`src/rtl/sfp_defs.svh`:
```
// constants of the serial flash pin front end
`ifndef SFP_DEFS_SVH
`define SFP_DEFS_SVH
`define SFP_CMD_READ 8'h03
`define SFP_CMD_READ2 8'h3B
`define SFP_CMD_READ4 8'h6B
`define SFP_CMD_PROG 8'h02
`define SFP_CMD_ER4K 8'h20
`define SFP_CMD_ER32K 8'h52
`define SFP_CMD_ER64K 8'hD8
`define SFP_CMD_ERCHIP 8'hC7
`define SFP_ADDR_LAST 5'd23
`define SFP_DUMMY_LAST 4'd7
`define SFP_PAGE_BYTES 9'h100
`define SFP_PAGE_COUNT 17'h10000
`define SFP_MASK4K 24'hFFF000
`define SFP_MASK32K 24'hFF8000
`define SFP_MASK64K 24'hFF0000
`define SFP_IDLE_BYTE 8'hFF
`define SFP_FIFO_DEPTH 4
`define SFP_RST_IO 4'hF
`endif

```
`src/rtl/sfp_pkg.sv`:
```
// types of the serial flash pin front end
package sfp_pkg;
  typedef enum logic [5:0] {
    ST_IDLE = 6'h01,
    ST_CMD = 6'h02,
    ST_ADDR = 6'h04,
    ST_DUMMY = 6'h08,
    ST_READ = 6'h10,
    ST_DONE = 6'h20
  } sfp_state_t;
  typedef enum logic [2:0] {
    LN_ONE = 3'h1,
    LN_TWO = 3'h2,
    LN_FOUR = 3'h4
  } sfp_lanes_t;
  typedef enum logic [3:0] {
    ER_NONE = 4'h0,
    ER_4K = 4'h1,
    ER_32K = 4'h2,
    ER_64K = 4'h4,
    ER_CHIP = 4'h8
  } sfp_erase_t;
endpackage

```
`src/rtl/sfp_fifo.sv`:
```
// small flip-flop fifo with valid/ready on both sides
`timescale 1ns/100ps
module sfp_fifo #(
  parameter int WIDTH = 8,
  parameter int DEPTH = 4
) (
  input wire logic core_clk,
  input wire logic rst,
  input wire logic [WIDTH-1:0] in_data,
  input wire logic in_valid,
  output logic in_ready,
  output logic [WIDTH-1:0] out_data,
  output logic out_valid,
  input wire logic out_ready
);
  localparam int AW = $clog2(DEPTH);
  logic [WIDTH-1:0] mem [DEPTH];
  logic [AW-1:0] wr_ptr;
  logic [AW-1:0] rd_ptr;
  logic [AW:0] count;
  logic push;
  logic pop;

  assign in_ready = (count != DEPTH[AW:0]);
  assign out_valid = (count != '0);
  assign out_data = mem[rd_ptr];
  assign push = in_valid && in_ready;
  assign pop = out_valid && out_ready;

  always_ff @(posedge core_clk) begin
    if (push) begin
      mem[wr_ptr] <= in_data;
    end
  end

  always_ff @(posedge core_clk) begin
    if (rst) begin
      wr_ptr <= '0;
      rd_ptr <= '0;
      count <= '0;
    end else begin
      if (push) begin
        wr_ptr <= (wr_ptr == AW'(DEPTH - 1)) ? '0 : wr_ptr + 1'b1;
      end
      if (pop) begin
        rd_ptr <= (rd_ptr == AW'(DEPTH - 1)) ? '0 : rd_ptr + 1'b1;
      end
      count <= count + {{AW{1'b0}}, push} - {{AW{1'b0}}, pop};
    end
  end
endmodule

```
`src/rtl/sfp_pin_if.sv`:
```
// serial flash pin front end: select, clock edges, lanes, protect, pause
`timescale 1ns/100ps
`include "sfp_defs.svh"
module sfp_pin_if
  import sfp_pkg::*;
(
  input wire logic core_clk,
  input wire logic rst,
  input wire logic cs_n,
  input wire logic sck,
  input wire logic [3:0] io_in,
  output logic [3:0] io_out,
  output logic [3:0] io_oe_n,
  input wire logic quad_enable_bit,
  input wire logic status_lock_bit,
  input wire logic small_region_select,
  input wire logic top_bottom_select,
  input wire logic block_protect_hi,
  input wire logic block_protect_mid,
  input wire logic block_protect_lo,
  input wire logic array_busy,
  output logic standby_mode,
  output logic active_mode,
  output logic sr_write_ok,
  output logic array_locked,
  output logic [4:0] protect_cfg,
  output logic paused,
  input wire logic [7:0] rd_data,
  input wire logic rd_valid,
  output logic rd_ready,
  output logic rd_underrun,
  output logic pgm_valid,
  output logic [7:0] pgm_data,
  output logic [23:0] pgm_addr,
  output logic erase_req,
  output sfp_erase_t erase_kind,
  output logic [23:0] erase_addr
);
  logic cs_m, cs_s, cs_d;
  logic sck_m, sck_s, sck_d;
  logic [3:0] io_m, io_s;
  logic hold_d;
  logic cs_fall, cs_rise, sck_rise, sck_fall;
  logic hold_fall, hold_rise, hw_lock;
  sfp_state_t state;
  sfp_lanes_t lanes;
  sfp_erase_t er_kind;
  logic [2:0] bitc;
  logic [4:0] abit;
  logic [3:0] dcnt;
  logic [7:0] in_sh;
  logic [7:0] next_byte;
  logic [23:0] addr;
  logic is_prog, er_pend;
  logic [8:0] prog_cnt;
  logic [7:0] osh;
  logic [3:0] obits;
  logic [7:0] cur;
  logic [3:0] nb;
  logic pop;
  logic [7:0] f_data;
  logic f_valid;

  // two-flop synchronisers for every pin
  always_ff @(posedge core_clk) begin
    if (rst) begin
      cs_m <= 1'b1;
      cs_s <= 1'b1;
      cs_d <= 1'b1;
      sck_m <= 1'b0;
      sck_s <= 1'b0;
      sck_d <= 1'b0;
      io_m <= `SFP_RST_IO;
      io_s <= `SFP_RST_IO;
      hold_d <= 1'b1;
    end else begin
      cs_m <= cs_n;
      cs_s <= cs_m;
      cs_d <= cs_s;
      sck_m <= sck;
      sck_s <= sck_m;
      sck_d <= sck_s;
      io_m <= io_in;
      io_s <= io_m;
      hold_d <= io_s[3];
    end
  end

  assign cs_fall = cs_d && !cs_s;
  assign cs_rise = !cs_d && cs_s;
  // edges count only while selected and not paused; idle level is free
  assign sck_rise = sck_s && !sck_d && !cs_s && !paused;
  assign sck_fall = !sck_s && sck_d && !cs_s && !paused;
  // hold shares lane 3, usable only while quad lanes are off
  assign hold_fall = !quad_enable_bit && hold_d && !io_s[3];
  assign hold_rise = !quad_enable_bit && !hold_d && io_s[3];

  assign active_mode = !cs_s;
  assign standby_mode = cs_s && !array_busy;
  // write-protect pin on lane 2 is only meaningful without quad lanes
  assign hw_lock = !quad_enable_bit && !io_s[2] && status_lock_bit;
  assign sr_write_ok = !hw_lock;
  assign array_locked = hw_lock && (block_protect_hi || block_protect_mid || block_protect_lo);
  assign protect_cfg = hw_lock ? {small_region_select, top_bottom_select, block_protect_hi,
                                  block_protect_mid, block_protect_lo} : 5'h00;

  always_ff @(posedge core_clk) begin
    if (rst || cs_s) begin
      paused <= 1'b0;
    end else if (!paused && hold_fall && !sck_s) begin
      paused <= 1'b1;
    end else if (paused && hold_rise && !sck_s) begin
      paused <= 1'b0;
    end
  end

  assign next_byte = {in_sh[6:0], io_s[0]};

  // command, address and program capture on rising edges
  always_ff @(posedge core_clk) begin
    pgm_valid <= 1'b0;
    erase_req <= 1'b0;
    if (rst) begin
      state <= ST_IDLE;
      lanes <= LN_ONE;
      er_kind <= ER_NONE;
      bitc <= 3'h0;
      abit <= 5'h00;
      dcnt <= 4'h0;
      in_sh <= 8'h00;
      addr <= 24'h000000;
      is_prog <= 1'b0;
      er_pend <= 1'b0;
      prog_cnt <= 9'h000;
      pgm_data <= 8'h00;
      pgm_addr <= 24'h000000;
      erase_kind <= ER_NONE;
      erase_addr <= 24'h000000;
    end else if (cs_s) begin
      // deselect ends any frame; an armed erase starts at the rising select unless paused or the array is locked
      if (cs_rise && er_pend && !paused && !array_locked) begin
        erase_req <= 1'b1;
        erase_kind <= er_kind;
        unique case (er_kind)
          ER_4K: erase_addr <= addr & `SFP_MASK4K;
          ER_32K: erase_addr <= addr & `SFP_MASK32K;
          ER_64K: erase_addr <= addr & `SFP_MASK64K;
          default: erase_addr <= 24'h000000;
        endcase
      end
      state <= ST_IDLE;
      er_pend <= 1'b0;
    end else if (cs_fall) begin
      state <= ST_CMD;
      bitc <= 3'h0;
      abit <= 5'h00;
      dcnt <= 4'h0;
      prog_cnt <= 9'h000;
      is_prog <= 1'b0;
      er_kind <= ER_NONE;
    end else if (sck_rise) begin
      unique case (state)
        ST_IDLE, ST_READ, ST_DONE: begin
        end
        ST_CMD: begin
          in_sh <= next_byte;
          bitc <= bitc + 3'h1;
          if (bitc == 3'h7) begin
            state <= ST_ADDR;
            lanes <= LN_ONE;
            unique case (next_byte)
              `SFP_CMD_READ: lanes <= LN_ONE;
              `SFP_CMD_READ2: lanes <= LN_TWO;
              `SFP_CMD_READ4: lanes <= LN_FOUR;
              `SFP_CMD_PROG: is_prog <= 1'b1;
              `SFP_CMD_ER4K: er_kind <= ER_4K;
              `SFP_CMD_ER32K: er_kind <= ER_32K;
              `SFP_CMD_ER64K: er_kind <= ER_64K;
              `SFP_CMD_ERCHIP: begin
                er_kind <= ER_CHIP;
                er_pend <= 1'b1;
                state <= ST_DONE;
              end
              default: state <= ST_DONE;
            endcase
          end
        end
        ST_ADDR: begin
          addr <= {addr[22:0], io_s[0]};
          abit <= abit + 5'h01;
          if (abit == `SFP_ADDR_LAST) begin
            if (is_prog) begin
              state <= ST_DONE;
            end else if (er_kind != ER_NONE) begin
              er_pend <= 1'b1;
              state <= ST_DONE;
            end else if (lanes == LN_ONE) begin
              state <= ST_READ;
            end else begin
              state <= ST_DUMMY;
            end
          end
        end
        ST_DUMMY: begin
          dcnt <= dcnt + 4'h1;
          if (dcnt == `SFP_DUMMY_LAST) begin
            state <= ST_READ;
          end
        end
      endcase
      // program data after the address, capped at one page
      if (state == ST_DONE && is_prog) begin
        in_sh <= next_byte;
        bitc <= bitc + 3'h1;
        if (bitc == 3'h7 && prog_cnt != `SFP_PAGE_BYTES && !array_locked) begin
          pgm_valid <= 1'b1;
          pgm_data <= next_byte;
          pgm_addr <= {addr[23:8], addr[7:0] + prog_cnt[7:0]};
          prog_cnt <= prog_cnt + 9'h001;
        end
      end
    end
  end

  // read byte source
  sfp_fifo #(
    .WIDTH(8),
    .DEPTH(`SFP_FIFO_DEPTH)
  ) u_rd_fifo (
    .core_clk(core_clk),
    .rst(rst),
    .in_data(rd_data),
    .in_valid(rd_valid),
    .in_ready(rd_ready),
    .out_data(f_data),
    .out_valid(f_valid),
    .out_ready(pop)
  );

  assign pop = sck_fall && state == ST_READ && obits == 4'h0;
  assign cur = (obits != 4'h0) ? osh : (f_valid ? f_data : `SFP_IDLE_BYTE);
  assign nb = (lanes == LN_FOUR) ? 4'h4 : ((lanes == LN_TWO) ? 4'h2 : 4'h1);

  // read data shifts out on falling edges
  always_ff @(posedge core_clk) begin
    if (rst) begin
      io_out <= 4'h0;
      osh <= 8'h00;
      obits <= 4'h0;
    end else if (cs_fall) begin
      obits <= 4'h0;
    end else if (sck_fall && state == ST_READ) begin
      obits <= ((obits == 4'h0) ? 4'h8 : obits) - nb;
      unique case (lanes)
        LN_ONE: begin
          io_out <= {2'b00, cur[7], 1'b0};
          osh <= {cur[6:0], 1'b0};
        end
        LN_TWO: begin
          io_out <= {2'b00, cur[7:6]};
          osh <= {cur[5:0], 2'b00};
        end
        LN_FOUR: begin
          io_out <= cur[7:4];
          osh <= {cur[3:0], 4'h0};
        end
      endcase
    end
  end

  always_ff @(posedge core_clk) begin
    if (rst || cs_fall) begin
      rd_underrun <= 1'b0;
    end else if (pop && !f_valid) begin
      rd_underrun <= 1'b1;
    end
  end

  always_comb begin
    io_oe_n = 4'hF;
    if (!cs_s && !paused && state == ST_READ) begin
      unique case (lanes)
        LN_ONE: io_oe_n = 4'hD;
        LN_TWO: io_oe_n = 4'hC;
        LN_FOUR: io_oe_n = 4'h0;
      endcase
    end
  end

  AST_DESEL_HIZ: assert property (@(posedge core_clk) disable iff (rst)
    cs_s |-> io_oe_n == 4'hF) else $error("lines driven while deselected");
  AST_STANDBY: assert property (@(posedge core_clk) disable iff (rst)
    standby_mode |-> cs_s && !array_busy) else $error("standby while selected or busy");
  AST_ACTIVE: assert property (@(posedge core_clk) disable iff (rst)
    $fell(cs_s) |-> active_mode && !standby_mode) else $error("select low not active");
  AST_RISE_CAPTURE: assert property (@(posedge core_clk) disable iff (rst)
    $changed(addr) |-> $past(sck_s) && !$past(sck_d)) else $error("address moved off rise");
  AST_FALL_OUT: assert property (@(posedge core_clk) disable iff (rst)
    $changed(io_out) |-> !$past(sck_s) && $past(sck_d)) else $error("output moved off fall");
  AST_QUAD_OE: assert property (@(posedge core_clk) disable iff (rst)
    state == ST_READ && lanes == LN_FOUR && !cs_s && !paused |-> io_oe_n == 4'h0)
    else $error("quad read lanes not driven");
  AST_DESEL_IGNORE: assert property (@(posedge core_clk) disable iff (rst)
    cs_s && $past(cs_s) |=> $stable(in_sh) && $stable(addr)) else $error("input taken deselected");
  AST_DUAL_OE: assert property (@(posedge core_clk) disable iff (rst)
    state == ST_READ && lanes == LN_TWO && !cs_s && !paused |-> io_oe_n == 4'hC)
    else $error("dual read lanes wrong");
  AST_WP_QUAD: assert property (@(posedge core_clk) disable iff (rst)
    quad_enable_bit |-> sr_write_ok && !array_locked) else $error("protect with quad lanes");
  AST_WP_LOW: assert property (@(posedge core_clk) disable iff (rst)
    !sr_write_ok |-> !io_s[2] && status_lock_bit) else $error("lock without pin low");
  AST_PAGE_CAP: assert property (@(posedge core_clk) disable iff (rst)
    pgm_valid |-> prog_cnt <= `SFP_PAGE_BYTES && pgm_addr[23:8] == addr[23:8])
    else $error("program ran past page");
  AST_ERASE_ALIGN: assert property (@(posedge core_clk) disable iff (rst)
    erase_req && erase_kind == ER_4K |-> erase_addr[11:0] == 12'h000) else $error("unaligned");
  AST_PAUSE_ENTER: assert property (@(posedge core_clk) disable iff (rst)
    $rose(paused) |-> !$past(sck_s) && !$past(io_s[3]) && $past(hold_d))
    else $error("pause entered wrongly");
  AST_PAUSE_RESET: assert property (@(posedge core_clk) disable iff (rst)
    paused && cs_s |=> !paused && state == ST_IDLE && !erase_req) else $error("no reset in pause");

  COV_QUAD_READ: cover property (@(posedge core_clk) disable iff (rst)
    pop && lanes == LN_FOUR);
  COV_PROGRAM: cover property (@(posedge core_clk) disable iff (rst) pgm_valid);
  COV_ERASE: cover property (@(posedge core_clk) disable iff (rst) erase_req);
  COV_PAUSE: cover property (@(posedge core_clk) disable iff (rst) $fell(paused) && !cs_s);
endmodule

```
`config.mk`:
```
export PLATFORM = sky130hd
export DESIGN_NAME = sfp_pin_if
export DESIGN_NICKNAME = d
export VERILOG_FILES = /design/src/rtl/sfp_pkg.sv /design/src/rtl/sfp_fifo.sv /design/src/rtl/sfp_pin_if.sv
export VERILOG_INCLUDE_DIRS = /design/src /design/src/rtl
export SDC_FILE = /design/constraint.sdc
export NUM_CORES = 1
export LEC_CHECK = 0
export BUFFER_PORTS_ARGS = -buffer_cell sky130_fd_sc_hd__buf_4
export CORE_MARGIN = 3
export CORE_UTILIZATION = 45
export CTS_CLUSTER_SIZE = 40
export DETAILED_ROUTE_END_ITERATION = 16
export PLACE_DENSITY = 0.67
export SLEW_MARGIN = 20
export SYNTH_ARGS = -nofsm -noshare
export SYNTH_HDL_FRONTEND = slang
export SYNTH_SLANG_ARGS = --single-unit
```
`constraint.sdc`:
```
create_clock -name core_clk -period 2.6 [get_ports core_clk]
set_input_delay 0.39 -clock core_clk [delete_from_list [all_inputs] [get_ports core_clk]]
set_output_delay 0.39 -clock core_clk [all_outputs]
set_load 0.005 [all_outputs]
```
# Yosys cells after proc, flatten, opt, wreduce, memory -nomap -nowiden
# Memory sizes are Yosys's and may differ from the RTL's. A register that Yosys moved wholly into a read port is not among the register bits.
# Index checks and enable logic that the tools add are counted.
[totals]
input_bits = 25
ramBits = 32
memories = 1
reg_bits = 169
[op_classes]
n_mux = 64
bitwise_logic = 4
reduce_logical = 90
n_addsub = 10
n_eq_ne = 35
[mem_list]
columns = ["memory", "depth", "width", "read_ports", "rd_ports_with_merged_regs", "wr", "line_no", "rtl"]
rows = [
  ["u_rd_fifo.mem", 4, 8, 1, 1, 1, "sfp_fifo.sv:17", "logic [WIDTH-1:0] mem [DEPTH];"],
]
[ops]
columns = ["cell", "count"]
rows = [
  ["$pmux 24 s3", 1],
  ["$mux 4", 9],
  ["$mux 6", 6],
  ["$mux 9", 4],
  ["$logic_and 1x1->1", 33],
  ["$reduce_and 5->1", 6],
  ["$mux 5", 5],
  ["$pmux 4 s3", 2],
  ["$pmux 8 s3", 1],
  ["$reduce_bool 2->1", 11],
  ["$pmux 6 s3", 1],
  ["$eq 8x2->1 const B", 2],
  ["$eq 8x6->1 const B", 2],
  ["$eq 8x7->1 const B", 2],
  ["$eq 8x8->1 const B", 2],
  ["$mux 1", 16],
  ["$mux 8", 2],
  ["$pmux 4 s4", 1],
  ["$mux 3", 5],
  ["$mux 2", 7],
  ["$mux 7", 2],
  ["$logic_not 1->1", 13],
  ["$ne 2x2->1 const B", 6],
  ["$ne 3x3->1 const B", 4],
  ["other kinds (39)", 60],
]

# Logic depth before layout (Yosys ltp)
[logic_depth]
ltp_word = 10
depth_mapped = 12
depth_no_buf = 11

# Cells and area by module
# Synthesis repeated with hierarchy kept, for this count alone.
[hier_totals]
cells_unflattened = 896
hier_area_um2 = 8420.6
[by_module_without_submodules]
columns = ["mod", "seq_area_each_um2", "cells_each", "area_each_um2", "n_inst"]
rows = [
  ["sfp_pin_if", 2942.8, 805, 6781.5, 1],
  ["sfp_fifo", 1141.1, 91, 1639.1, 1],
]

# Worst setup path after synthesis
# OpenSTA, ideal clock, no wires.
[synth_timing]
kind = "register -> register"
from = "reg u_rd_fifo.count[1]"
to = "reg u_rd_fifo.count[2]"
required_ns = 2.472
path_stages_with_launch = 13
setup_slack_ns = 0.014
synth_period_minus_slack_ns = 2.586
arrival_time_ns = 2.459
path_buffers = 1
setup_ns = 0.128
cell_sequence = "dfxtp_1 > nor3_1 > nand2b_1 > clkbuf_1 > nor2_1 > ha_1 > inv_1 > ha_1 > inv_1 > fa_1 > xor2_1 > xnor2_1 > nor2_1"
[synth_between]
elab_cells_between_ends = 6
classes_between = "add/sub (2); eq/ne (1); reduce/logical (3)"
[synth_lines]
columns = ["item", "line_no", "rtl"]
rows = [
  ["from (decl)", "sfp_fifo.sv:20", "logic [AW:0] count;"],
  ["from (signal assigned)", "sfp_fifo.sv:48", "count <= count + {{AW{1'b0}}, push} - {{AW{1'b0}}, pop};"],
  ["$reduce_bool 3->1", "sfp_fifo.sv:25", "assign out_valid = (count != '0);"],
  ["$logic_and 1x1->1", "sfp_fifo.sv:28", "assign pop = out_valid && out_ready;"],
  ["via u_rd_fifo.pop", "sfp_fifo.sv:22", "logic pop;"],
  ["$sub 3x1->3", "sfp_fifo.sv:48", ""],
]
# The timed path passes the listed nets, and every way through them passes these cells.
# A chain may end at the register's enable or synchronous reset.

# Final worst setup path
[layout_timing]
from = "reg state[5]"
to = "reg u_rd_fifo.count[2]"
[layout_between]
elab_chain_cells = 5
[layout_lines]
columns = ["item", "line_no", "rtl"]
rows = [
  ["from (decl)", "sfp_pin_if.sv:45", "sfp_state_t state;"],
  ["from (signal assigned)", "sfp_pin_if.sv:124", "state <= ST_IDLE;"],
  ["from (signal assigned)", "sfp_pin_if.sv:151", "state <= ST_IDLE;"],
  ["from (signal assigned)", "sfp_pin_if.sv:154", "state <= ST_CMD;"],
  ["$eq 6x5->1", "sfp_pin_if.sv:240", "assign pop = sck_fall && state == ST_READ && obits == 4'h0;"],
  ["$logic_and 1x1->1 (2 in a row)", "sfp_pin_if.sv:240", ""],
  ["$logic_and 1x1->1", "sfp_fifo.sv:28", ""],
  ["via u_rd_fifo.pop", "sfp_fifo.sv:22", ""],
  ["$sub 3x1->3", "sfp_fifo.sv:48", ""],
]
# The timed path passes the listed nets, and every way through them passes these cells.

==> impl_metrics.json <==
{
  "synthArstFlopShare": 0,
  "syn_area_mm2": 0.00835,
  "final_common_cell": "dfxtp_1",
  "vdd_drop_max_mv": 0.407,
  "viasPerCell": 5.41,
  "fin_skew_ns": 0.0163,
  "status": "completed",
  "yosysWarningCount": 0,
  "dieHeight_um": 142,
  "cts_tree": "yes",
  "insertion_delay_ns": 0.43,
  "synth_top_family_by_area": "simple AND/OR/NAND/NOR gates",
  "grt_pass1_wl_um": 30800,
  "grt_use_total": 0.186,
  "wl_per_cell_um": 14.9,
  "period_needed_ns": 2.35,
  "dr.pass1.iters": 5,
  "arrival_ns": 2.66,
  "yosysTopAreaCell": "dfxtp_1",
  "fin_cells": 1250,
  "drv_cap": 0,
  "route.detailed.drc": 0,
  "place_hpwl_um": 13000,
  "power.density_mw_per_mm2": 601,
  "cp_max_fo": 3,
  "slew_violations": 0,
  "antenna_left": 0,
  "layout.nets": 1059,
  "fill_cells": 1627,
  "ys_top_cells_by_area": "dfxtp_1 (37%), edfxtp_1 (12%), nand2_1 (6.3%), a21oi_1 (5.4%), nor2_1 (4.7%)",
  "r2r_setup_slack_ns": 0.25,
  "worstSetupStartpointType": "flop",
  "yosysSeqAreaShare": 0.489,
  "port_buffers": 93,
  "ys.flop_type": "dfxtp_1",
  "layout-drive-gt1-share": 0.191,
  "cts_made_buffers": 17,
  "hold_path_class": "in2reg",
  "diodes": 0,
  "dieArea_mm2": 0.0202,
  "rsz0062_at_grt": "false",
  "synth_compound_area_frac": 0.131,
  "fmax_ghz": 0.425,
  "synth_xor_area_frac": 0.0199,
  "critPathRequiredTime_ns": 2.91,
  "postCtsSetupRepairBufs": 0,
  "hold_viol_final": 0,
  "dp.cells": 1218,
  "yosys.area_share.simple": 0.221,
  "start_util": 0.461,
  "num_vias": 6764,
  "globalRouteOverflowTotal": 0,
  "p_total_mw": 5.97,
  "clock-sinks": 188,
  "fin_tns_setup_ns": 0,
  "cts-root-buf": "clkbuf_16",
  "synth_cells": 913,
  "synth-adder-area-share": 0.0417,
  "clk_pin_slew_ns": 0.07,
  "syn_to_final_growth_pct": 19.1,
  "end_kind": "flop",
  "synth_mux_area_frac": 0.0466,
  "antenna_found_initial": 0,
  "final_cell_mix": "dfxtp_1 (156), nand2_1 (140), buf_4 (128), nor2_1 (104), a21oi_1 (90)",
  "fin_ws_ns": 0.249,
  "synth-seq-cells": 188,
  "setup_viol": 0,
  "avgSynthCellArea_um2": 9.14,
  "drt_iter0_markers": 401,
  "power.leakage_nw": 3.77,
  "slew_headroom": 0.273,
  "rows": 49,
  "synth_top_area_frac": 0.374,
  "grt_start_max_net_pins": 91,
  "clockBufferDepth": 2,
  "synth-edff-count": 32,
  "coreArea_mm2": 0.0181,
  "pre_cts_slack_ns": 0.0835,
  "grt_pass1_vias": 6238,
  "place.gp.congestion": 0.865,
  "worstSetupPathType": "reg2reg",
  "whs_ns": 0.146,
  "die_x_um": 142,
  "ctsHtreeMaxLevel": 4,
  "tightest_slew_ns": 1.08,
  "final.period_utilization": 0.904,
  "synth.distinct_cells": 74,
  "cts.repair.resized": 0,
  "io_pins": 107,
  "cts_hold_buf": 0,
  "drt-total-wl_um": 18600
}
worst max-delay path: stages, from the launching register on:
cell and delay (ns):
dfxtp_1 0.33, nor4b_2 0.29, buf_4 0.17, nand3_2 0.11, nor2_4 0.14, ha_1 0.24
inv_1 0.06, ha_1 0.13, inv_1 0.04, fa_1 0.36, xor2_1 0.18, xnor2_1 0.13
nor2_1 0.05
final timing paths:
path              startpoint                 end  depth (start not counted)
setup reg to reg    state[5]  u_rd_fifo.count[2]                         12
hold reg to reg      io_m[2]             io_s[2]                          1
setup / recovery    state[5]  u_rd_fifo.count[2]                         12
hold / removal      io_in[0]             io_m[0]                          2
synthesized netlist by cell type (5+ instances only):
cell type,n
or3_1,7
nor4b_1,8
mux2i_1,22
xor2_1,5
buf_2,9
a22oi_1,11
nor4_1,8
xnor2_1,14
nor3_1,20
o21ai_0,24
o221ai_1,5
o211ai_1,7
a21oi_1,90
and2_1,9
ha_1,23
and3_1,10
clkbuf_1,39
nand2b_1,5
nand2_1,140
nand3_1,16
mux4_2,7
inv_1,26
nor2b_1,13
nor2_1,105
edfxtp_1,32
dfxtp_1,156
nand4_1,8
or2_2,9
buf_4,13
flip-flops by register name, summed over array words and instances, names as in the netlist, 4 cells and up, named ones only:
name           cells
u_rd_fifo.mem     32
addr              24
pgm_addr          24
erase_addr        12
prog_cnt           9
pgm_data           8
in_sh              7
osh                7
state              6
abit               5
dcnt               4
er_kind            4
erase_kind         4
io_out             4
obits              4
area by class of cell:
class / count / area [µm²] / share of cell area
Clock buffer: 20 / 447 / 0.0449
Clock inverter: 12 / 121 / 0.0122
Inverter: 27 / 101 / 0.0102
Multi-Input combinational cell: 645 / 3920 / 0.394
Sequential cell: 188 / 4080 / 0.411
Tap cell: 229 / 287 / 0.0288
Timing Repair Buffer: 129 / 981 / 0.0987
report_power, final:
part,switching (mW),internal (mW),leakage [nW]
Clock,1.20,1.30,0.277
Sequential,0.0341,3.03,1.55
Combinational,0.250,0.163,1.94
stage by stage:
| stage | util | area [µm²] |
|---|---|---|
| 2_1_floorplan | - | 8390 |
| 3_3_place_gp | 0.517 | 9360 |
| 3_5_place_dp | 0.517 | 9360 |
| 4_1_cts | 0.549 | 9920 |
| 5_1_grt | 0.550 | 9940 |
| 6_report | 0.550 | 9940 |
logic make-up after synthesis:
group                      count (synthesis)
AOI/OAI and AO/OA                        176
xor gates and xnor gates                  19
adders and majority gates                 26
buffers and inverters                     91
DFF                                      188
muxes                                     30
other                                      1
and+or+nand+nor                          382
per-layer routing:
metal | vias to the layer above | GRT usage | part of all wire
met2 | 162 | 0.287 | 0.46
met5 | - | 0 | 0
met3 | 12 | 0.0400 | 0.052
met1 | 3221 | 0.265 | 0.48
met4 | 0 | 0.0551 | 0.010
li1 | 3369 | - | -
No activity file was read; power rests on OpenSTA's default activity.
